[src/design/iwd_regs.svh]
`ifndef IWD_REGS_SVH
`define IWD_REGS_SVH

// instruction word and field geometry
`define IWD_WORD_W 14
`define IWD_OP_HI 13
`define IWD_OP_LO 8
`define IWD_CLASS_HI 13
`define IWD_CLASS_LO 12
`define IWD_DEST_BIT 7
`define IWD_FILE_HI 6
`define IWD_FILE_LO 0
`define IWD_BSEL_HI 9
`define IWD_BSEL_LO 7
`define IWD_LIT8_HI 7
`define IWD_LIT11_HI 10

// register file address range
`define IWD_FILE_MIN 7'h00
`define IWD_FILE_MAX 7'h7f

// timing: oscillator periods per instruction cycle
`define IWD_OSC_PER_CYCLE 4
`define IWD_PHASE_LAST 2'h3

// don't-care masks over the six-bit operation code field
`define IWD_XMASK_LIT_LOAD 6'h03
`define IWD_XMASK_LIT_RET 6'h03
`define IWD_XMASK_LIT_SUB 6'h01
`define IWD_XMASK_LIT_ADD 6'h01
// don't-care mask over the low byte of the no_operation word
`define IWD_XMASK_IDLE 8'h60

// fixed encodings the timing logic must recognise
`define IWD_WORD_SUB_RET 14'h0008
`define IWD_WORD_INT_RET 14'h0009

`endif

[src/design/iwd_pkg.sv]
package iwd_pkg;

  typedef enum logic [1:0] {
    IWD_CLS_BYTE = 2'h0,
    IWD_CLS_BIT = 2'h1,
    IWD_CLS_LIT = 2'h2
  } iwd_class_e;

  typedef struct packed {
    logic valid;
    logic flush;
    logic no_operation;
    iwd_class_e op_class;
    logic [5:0] op_code;
    logic [6:0] file_addr;
    logic dest_file;
    logic [2:0] bit_sel;
    logic [7:0] lit8;
    logic [10:0] lit11;
    logic pc_change;
    logic may_skip;
  } iwd_dec_s;

endpackage

[src/design/iwd_qphase.sv]
`timescale 1ns/100ps
`include "iwd_regs.svh"

module iwd_qphase (
  input wire logic clk,
  input wire logic sys_rst,
  output logic [1:0] phase,
  output logic cycle_start
);

  // four oscillator periods make one instruction cycle
  always_ff @(posedge clk or posedge sys_rst) begin
    if (sys_rst) begin
      phase <= 2'h0;
    end else begin
      phase <= phase + 2'h1;
    end
  end

  // strobe marks the first period of each instruction cycle
  always_ff @(posedge clk or posedge sys_rst) begin
    if (sys_rst) begin
      cycle_start <= 1'b0;
    end else begin
      cycle_start <= (phase == `IWD_PHASE_LAST);
    end
  end

endmodule

[src/design/iwd_decoder.sv]
// Behaviour
// - Each instruction is one 14-bit word split into an operation code and operand fields.
// - Every word is sorted into byte-oriented, bit-oriented or literal-and-control class.
// - For byte operations the destination bit routes the result to accumulator (0) or file (1).
// - The file register operand addresses a register from 0x00 through 0x7f.
// - For bit operations the bit selector picks one bit of the addressed 8-bit register.
// - Literal operations carry an 8-bit constant, branch targets an 11-bit constant.
// - An instruction takes one cycle, or two with a no_operation second cycle on skip or jump.
// - One instruction cycle lasts exactly four oscillator periods.
// - Don't-care bits never change the decoded operation.
`timescale 1ns/100ps
`include "iwd_regs.svh"

module iwd_decoder (
  input wire logic clk,
  input wire logic sys_rst,
  input wire logic [13:0] fetch_word,
  input wire logic skip_taken,
  output iwd_pkg::iwd_dec_s dec,
  output logic [1:0] osc_phase,
  output logic instr_strobe
);

  logic cycle_start;
  logic flush_pending;
  logic take_flush;
  iwd_pkg::iwd_dec_s next_dec;

  iwd_qphase u_qphase (
    .clk(clk),
    .sys_rst(sys_rst),
    .phase(osc_phase),
    .cycle_start(cycle_start)
  );

  assign instr_strobe = cycle_start;

  // a skip reported in the last period still counts for this instruction
  assign take_flush = flush_pending | (skip_taken & dec.valid & dec.may_skip);

  // combinational decode of the fetched word
  always_comb begin
    logic [5:0] op;
    op = fetch_word[`IWD_OP_HI:`IWD_OP_LO];
    next_dec = '0;
    next_dec.valid = 1'b1;
    next_dec.file_addr = fetch_word[`IWD_FILE_HI:`IWD_FILE_LO];
    next_dec.lit8 = fetch_word[`IWD_LIT8_HI:0];
    next_dec.lit11 = fetch_word[`IWD_LIT11_HI:0];
    // class from the top two bits
    unique case (fetch_word[`IWD_CLASS_HI:`IWD_CLASS_LO])
      2'h0: begin
        next_dec.op_class = iwd_pkg::IWD_CLS_BYTE;
        // control words share the byte group but carry no file operand
        if (op == 6'h00 && !fetch_word[`IWD_DEST_BIT] && fetch_word[3:0] != 4'h0) begin
          next_dec.op_class = iwd_pkg::IWD_CLS_LIT;
        end
      end
      2'h1: next_dec.op_class = iwd_pkg::IWD_CLS_BIT;
      2'h2: next_dec.op_class = iwd_pkg::IWD_CLS_LIT;
      2'h3: next_dec.op_class = iwd_pkg::IWD_CLS_LIT;
    endcase
    // mask don't-care bits of the literal opcodes
    if (op[5:2] == 4'hc) begin
      op = op & ~`IWD_XMASK_LIT_LOAD;
    end else if (op[5:2] == 4'hd) begin
      op = op & ~`IWD_XMASK_LIT_RET;
    end else if (op[5:1] == 5'h1e) begin
      op = op & ~`IWD_XMASK_LIT_SUB;
    end else if (op[5:1] == 5'h1f) begin
      op = op & ~`IWD_XMASK_LIT_ADD;
    end
    next_dec.op_code = op;
    // no_operation ignores its two free bits
    next_dec.no_operation = (op == 6'h00) && !fetch_word[`IWD_DEST_BIT] &&
      ((fetch_word[7:0] & ~`IWD_XMASK_IDLE) == 8'h00);
    if (next_dec.op_class == iwd_pkg::IWD_CLS_BYTE) begin
      next_dec.dest_file = fetch_word[`IWD_DEST_BIT];
    end
    if (next_dec.op_class == iwd_pkg::IWD_CLS_BIT) begin
      next_dec.bit_sel = fetch_word[`IWD_BSEL_HI:`IWD_BSEL_LO];
    end
    // literal class has no file operand
    if (next_dec.op_class == iwd_pkg::IWD_CLS_LIT) begin
      next_dec.file_addr = `IWD_FILE_MIN;
    end
    // jumps, calls and returns always change the program counter
    next_dec.pc_change = (fetch_word[13:12] == 2'h2) || (op[5:2] == 4'hd) ||
      (fetch_word == `IWD_WORD_SUB_RET) || (fetch_word == `IWD_WORD_INT_RET);
    // conditional skips: decrement/increment-skip and bit tests
    next_dec.may_skip = (op == 6'h0b) || (op == 6'h0f) || (op[5:3] == 3'h3);
  end

  // pending flush for the second, empty cycle
  always_ff @(posedge clk or posedge sys_rst) begin
    if (sys_rst) begin
      flush_pending <= 1'b0;
    end else if (cycle_start) begin
      flush_pending <= take_flush ? 1'b0 : next_dec.pc_change;
    end else if (skip_taken && dec.valid && dec.may_skip) begin
      flush_pending <= 1'b1;
    end
  end

  // latch the decoded word once per instruction cycle
  always_ff @(posedge clk or posedge sys_rst) begin
    if (sys_rst) begin
      dec <= '0;
    end else if (cycle_start) begin
      if (take_flush) begin
        dec <= '0;
        dec.flush <= 1'b1;
        dec.no_operation <= 1'b1;
      end else begin
        dec <= next_dec;
      end
    end
  end
endmodule

[config.mk]
export PLATFORM = sky130hd
export DESIGN_NAME = iwd_decoder
export DESIGN_NICKNAME = d
export VERILOG_FILES = /design/src/design/iwd_pkg.sv /design/src/design/iwd_qphase.sv /design/src/design/iwd_decoder.sv
export VERILOG_INCLUDE_DIRS = /design/src /design/src/design
export SDC_FILE = /design/constraint.sdc
export NUM_CORES = 1
export LEC_CHECK = 0
export BUFFER_PORTS_ARGS = -buffer_cell sky130_fd_sc_hd__buf_2
export CAP_MARGIN = 10
export CORE_ASPECT_RATIO = 0.6
export CORE_UTILIZATION = 48
export DETAILED_ROUTE_END_ITERATION = 10
export GPL_TIMING_DRIVEN = 0
export PLACE_DENSITY = 0.88
export SLEW_MARGIN = 20
export SYNTH_ARGS = -nofsm -noshare
export SYNTH_HDL_FRONTEND = slang
export SYNTH_HIERARCHICAL = 1
export SYNTH_SLANG_ARGS = --single-unit
[constraint.sdc]
create_clock -name clk -period 1.5 [get_ports clk]
set_input_delay 0 -clock clk [delete_from_list [all_inputs] [get_ports clk]]
set_output_delay 0 -clock clk [all_outputs]
set_load 0.05 [all_outputs]
# ---- Word-level counts from Yosys, hierarchy flattened
# Index checks and enable logic that the tools add are counted.
dict set report totals {
  in_bits 17
  output_inout_bits 46
  elab_cells 68
  register_bits 47
}
dict set report classes {
  bitwise_logic 3
  mux 13
  eq_ne 16
  add_sub_neg 1
  reduce_logical 20
}
# op n
set op_table {}
lappend op_table {{two-way mux 43 bit} 1}
lappend op_table {{== test 14 x 4 -> 1 bit (second input constant)} 2}
lappend op_table {{== test 4 bit (second input constant)} 3}
lappend op_table {{== test 6 x 4 -> 1 bit (second input constant)} 2}
lappend op_table {{zero test 6 bit} 2}
lappend op_table {{== test 5 bit (second input constant)} 2}
lappend op_table {{== test 2 bit (second input constant)} 4}
lappend op_table {{zero test 8 bit} 1}
lappend op_table {{two-way mux 7 bit} 1}
lappend op_table {{logical AND 1 bit} 6}
lappend op_table {{two-way mux 1 bit} 6}
lappend op_table {{two-way mux 2 bit} 3}
lappend op_table {{one-hot mux 2 bit (3 select lines)} 1}
lappend op_table {{logical OR 1 bit} 5}
lappend op_table {{== test 2 x 1 -> 1 bit (second input constant)} 2}
lappend op_table {{zero test 2 bit} 2}
lappend op_table {{nonzero test 4 bit} 1}
lappend op_table {{== test 3 x 2 -> 1 bit (second input constant)} 1}
lappend op_table {{two-way mux 3 bit} 1}
lappend op_table {{adder 2 x 1 -> 2 bit (second input constant)} 1}
lappend op_table {{AND 1 bit} 2}
lappend op_table {{nonzero test 2 bit} 1}
lappend op_table {{OR reduction 2 bit} 1}
lappend op_table {{zero test 1 bit} 1}
lappend op_table {{OR 1 bit} 1}

# ---- Logic depth before layout (Yosys ltp)
dict set report logic_depth {
  depth_word 9
  depth_mapped 4
  depth_no_buf 3
}

# ---- By module
# Netlist, hierarchy kept.
# mod n_inst area_per_inst_um2 seq_area_each_um2 cells_per_inst
set modules_own_cells {}
lappend modules_own_cells {iwd_decoder 1 1581.5 875.8 146}
lappend modules_own_cells {iwd_qphase 1 95.1 75.1 6}

# ---- Least setup slack after synthesis
# Ideal clock, no wire load.
dict set report synth_timing {
  kind {register to register}
  from {register dec[42] (netlist name)}
  to {register flush_pending}
  path_buffers 1
  arrival_time_ns 1.524
  setup_time_ns 0.087
  required_time_ns 1.413
  path_stages_with_launch 5
  synth_period_minus_slack_ns 1.611
  slack_ns -0.111
  cell_sequence {dfrtp_1 > a31oi_1 > clkbuf_1 > o2111ai_1 > o211ai_1}
}
dict set report synth_between {
  elab_chain_cells 5
  elab_cells_between_ends 8
  cone_classes {mux: 2; bitwise: 3; reduce/logical: 3}
}
# element line
set synth_lines {}
lappend synth_lines {{from (decl)} iwd_decoder.sv:19} ;# output iwd_pkg::iwd_dec_s dec,
lappend synth_lines {{from (signal assigned)} iwd_decoder.sv:115} ;# dec <= next_dec;
lappend synth_lines {{AND 1 bit (2 in a row)} iwd_decoder.sv:39} ;# assign take_flush = flush_pending | (skip_taken & dec.valid & dec.may_skip);
lappend synth_lines {{OR 1 bit} iwd_decoder.sv:39}
lappend synth_lines {{two-way mux 1 bit} iwd_decoder.sv:99} ;# flush_pending <= take_flush ? 1'b0 : next_dec.pc_change;
lappend synth_lines {{two-way mux 1 bit} iwd_decoder.sv:98} ;# end else if (cycle_start) begin
lappend synth_lines {{to (signal assigned)} iwd_decoder.sv:99}
lappend synth_lines {{to (decl)} iwd_decoder.sv:25} ;# logic flush_pending;
# Several ways; a longest one is shown, not always the timed one.
# A chain may end at the register's enable or synchronous reset.

# ---- Worst setup path in the final report
dict set report layout_timing {
  from {register dec[42] (netlist name)}
  to {register dec[25] (netlist name)}
}
dict set report layout_between {
  elab_chain_cells 4
}
# element line
set layout_lines {}
lappend layout_lines {{AND 1 bit (2 in a row)} iwd_decoder.sv:39}
lappend layout_lines {{OR 1 bit} iwd_decoder.sv:39}
lappend layout_lines {{two-way mux 43 bit} iwd_decoder.sv:110} ;# if (take_flush) begin
# Every way passes these cells.

==> reports/metrics.yaml <==
outcome: "complete, no violations"
fin_crit_sh: 0.938
nFillCells: 270
htreeDepth: 2
gp_congestion: 0.853
intPower_mw: 1.73
vias_per_cell: 5.43
maxCapViolCount: 0
hp-class: "primary input to flop"
swShare: 0.379
rsz0062_at_grt: "false"
cts_tree: "built"
yosysSeqAreaShare: 0.567
synth_area_per_cell_sq_um: 11.0
fin_nets: 251
fin_area_sq_mm: 0.00227
utilization: 0.688
synth_nets: 170
std_cell_rows: 16
ys_async_sr_fraction: 1.00
ys_types: 33
power_density_mw_per_mm2: 1230
worstReg2RegEnd: "dec[25]"
root_buffer: "clkbuf_8"
synthCells: 152
multiInputGateArea_sq_um: 588
p_leak_nw: 1.10
critPathSlowestCell: "dfrtp_1"
worstMarginPinSlew_ps: 705
grt_max_degree: 36
clock_skew_ps: 4.99
ys_ff_latch: 38
r2r_start: "dec[42]"
die_w_um: 78.3
period_minus_slack_ps: 1410
syn-cell-area_sq_mm: 0.00168
postCtsSetupRepairBufs: 0
start_util: 0.508
portBuffers: 62
ir_worst_vdd_v: 0.000719
cts_buffers: 5
cts.clk_slew.worst_paths_ps: 70
final_antenna_net_count: 0
dpl.hpwl_um: 2920
dieArea_sq_mm: 0.00374
regArea_sq_um: 951
grt_pass1_wl_um: 6760
relSlewSlack: 0.529
max_stage_delay_ps: 410
synthFlopType: "dfrtp_1"
maxSlewViolCount: 0
core_sq_mm: 0.00330
placed_cell_area_sq_mm: 0.00205
synth_enable_flop_cells: 0
share_comb_of_total_power: 0.316
fmax_mhz: 711
hold_path_depth: 3
pwr-share-seq: 0.428
drtIter0Drc: 120
hold_end: "dec[11]"
rr_worst_depth: 4
arrival_ps: 1620
antenna_found_initial: 0
io_pins: 63
finalSetupViolCount: 0
hold_viol_final: 0
clock_latency_ps: 290
yosys_warnings: 6
grt-ovfl-total: 0
dr.pass1.iters: 4
vias: 1514
grt_pass1_vias: 1373
track_usage: 0.247
worstSetupEndpointType: "flop"
clkSinkCount: 38
cp_cell_sequence: "a31oi_2 -> clkbuf_2 -> nand4b_1 -> o2bb2ai_1"
reg2reg_setup_slack_ps: 90
drive_gt1_frac: 0.380
startpoint_type: "flop"
holdCritStartpoint: "fetch_word[9]"
routed_wl_um: 4250
crit_fanout: 10
drc: 0
diodes: 0
p_clk_frac: 0.256
required_ps: 1710
clock_path_buffers: 2
syn2layout_area_growth_pct: 35.5
power_switching_mw: 1.06
path_class: "flop to flop"
die_height_um: 47.8
avgRoutedWirePerCell_um: 15.2
flip-flops by register name, summed over array words and instances (netlist names):
name,count
flush_pending,1
u_qphase/cycle_start,1
u_qphase/phase,2
dec,34
area by class of cell:
cell class,count,share of cell area
clock buffer,7,0.0380
sequential,38,0.419
timing repair buffer,74,0.189
clock inverter,1,0.00220
inverter,13,0.0215
tap,45,0.0248
multi-input combinational,83,0.259
buffer,18,0.0468
Yosys cell counts (2+ instances only):
master	n	area [sq um]
nand2b_1	2	12.5
dfrtp_1	38	951
o2bb2ai_1	21	184
inv_1	12	45.0
clkbuf_1	8	30.0
nand4b_1	6	52.6
a31oi_1	2	12.5
nand2_1	17	63.8
buf_4	9	67.6
o32ai_1	2	17.5
o21ai_0	6	30.0
or4_1	2	15.0
a21oi_1	2	10.0
or3_1	2	12.5
nand3_1	4	20.0
o2111ai_1	2	17.5
through the flow:
| step | setup TNS (ps) | cells | setup WS (ps) | power [mW] | hold slack (ps) |
|---|---|---|---|---|---|
| floorplan | 0 | 152 | 1.15 | 1.86 | -246 |
| global placement | -4.13 | 259 | -4.13 | 2.06 | -125 |
| detailed placement | -5.14 | 259 | -3.39 | 2.07 | -115 |
| CTS | 0 | 279 | 19.6 | 2.80 | 4.05 |
| global route | 0 | 279 | 21.0 | 2.91 | 20.7 |
| finish | 0 | 279 | 92.9 | 2.79 | 10.3 |
critical path: cells and delay by family (launching register included):
kind | cells | cell delay [ps]
AND/OR/NAND/NOR | 1 | 130
flip-flops | 1 | 410
AO/OA/AOI/OAI | 2 | 500
buffers and inverters | 1 | 300
worst max path at each step:
stage	startpoint	endpoint	slack [ps]	cells after the start
after global placement	fetch_word[1]	flush_pending	-4	4
after floorplan	u_qphase/cycle_start	dec[13]	1	4
after global routing	dec[42]	flush_pending	20	4
after detailed placement	fetch_word[1]	flush_pending	-3	4
final	dec[42]	dec[25]	90	4
after CTS	u_qphase/cycle_start	dec[15]	20	4
metal layers:
layer	vias up	routed length, um	global-route usage	share of wire
li1	706	-	-	-
met1	732	2040	0.349	0.48
met2	69	1750	0.365	0.41
met3	7	384	0.0686	0.090
met4	0	66	0.104	0.016
met5	-	0	0	0
logic make-up (layout without fill, tap and decap cells):
| logic type | count (synthesis) | after routing | synth area share |
|---|---|---|---|
| adders and majority gates | 1 | 1 | 0.00746 |
| and+or+nand+nor | 40 | 40 | 0.138 |
| DFF | 38 | 38 | 0.567 |
| buffers and inverters | 31 | 113 | 0.0895 |
| AOI/OAI and AO/OA | 42 | 42 | 0.198 |
cell usage in the layout, fill, tap and decap left out, drive strengths merged, types with 3 or more instances in the layout:
cell type / count
buf: 71
dfrtp: 38
o2bb2ai: 21
nand2: 17
clkbuf: 16
dlygate4sd3: 12
inv: 12
o21ai: 6
nand4b: 6
nand3: 4
or4: 3
repair_timing:
| item | 4_1_cts | 5_1_grt |
|---|---|---|
| endpoints found under the setup margin | 0 | 19 |
| resized for setup | 0 | 6 |
| endpoints found under the hold margin | 48 | 0 |
| hold buffers | 12 | 0 |
power groups by stage:
stage | Clock, mW | Combinational (mW) | Sequential, mW
2_1_floorplan | 0 | 0.298 | 1.56
3_3_place_gp | 0 | 0.848 | 1.21
3_5_place_dp | 0 | 0.858 | 1.21
4_1_cts | 0.726 | 0.884 | 1.19
5_1_grt | 0.780 | 0.926 | 1.21
6_report | 0.715 | 0.883 | 1.19
Note: power is estimated with default switching activity, not from simulation.
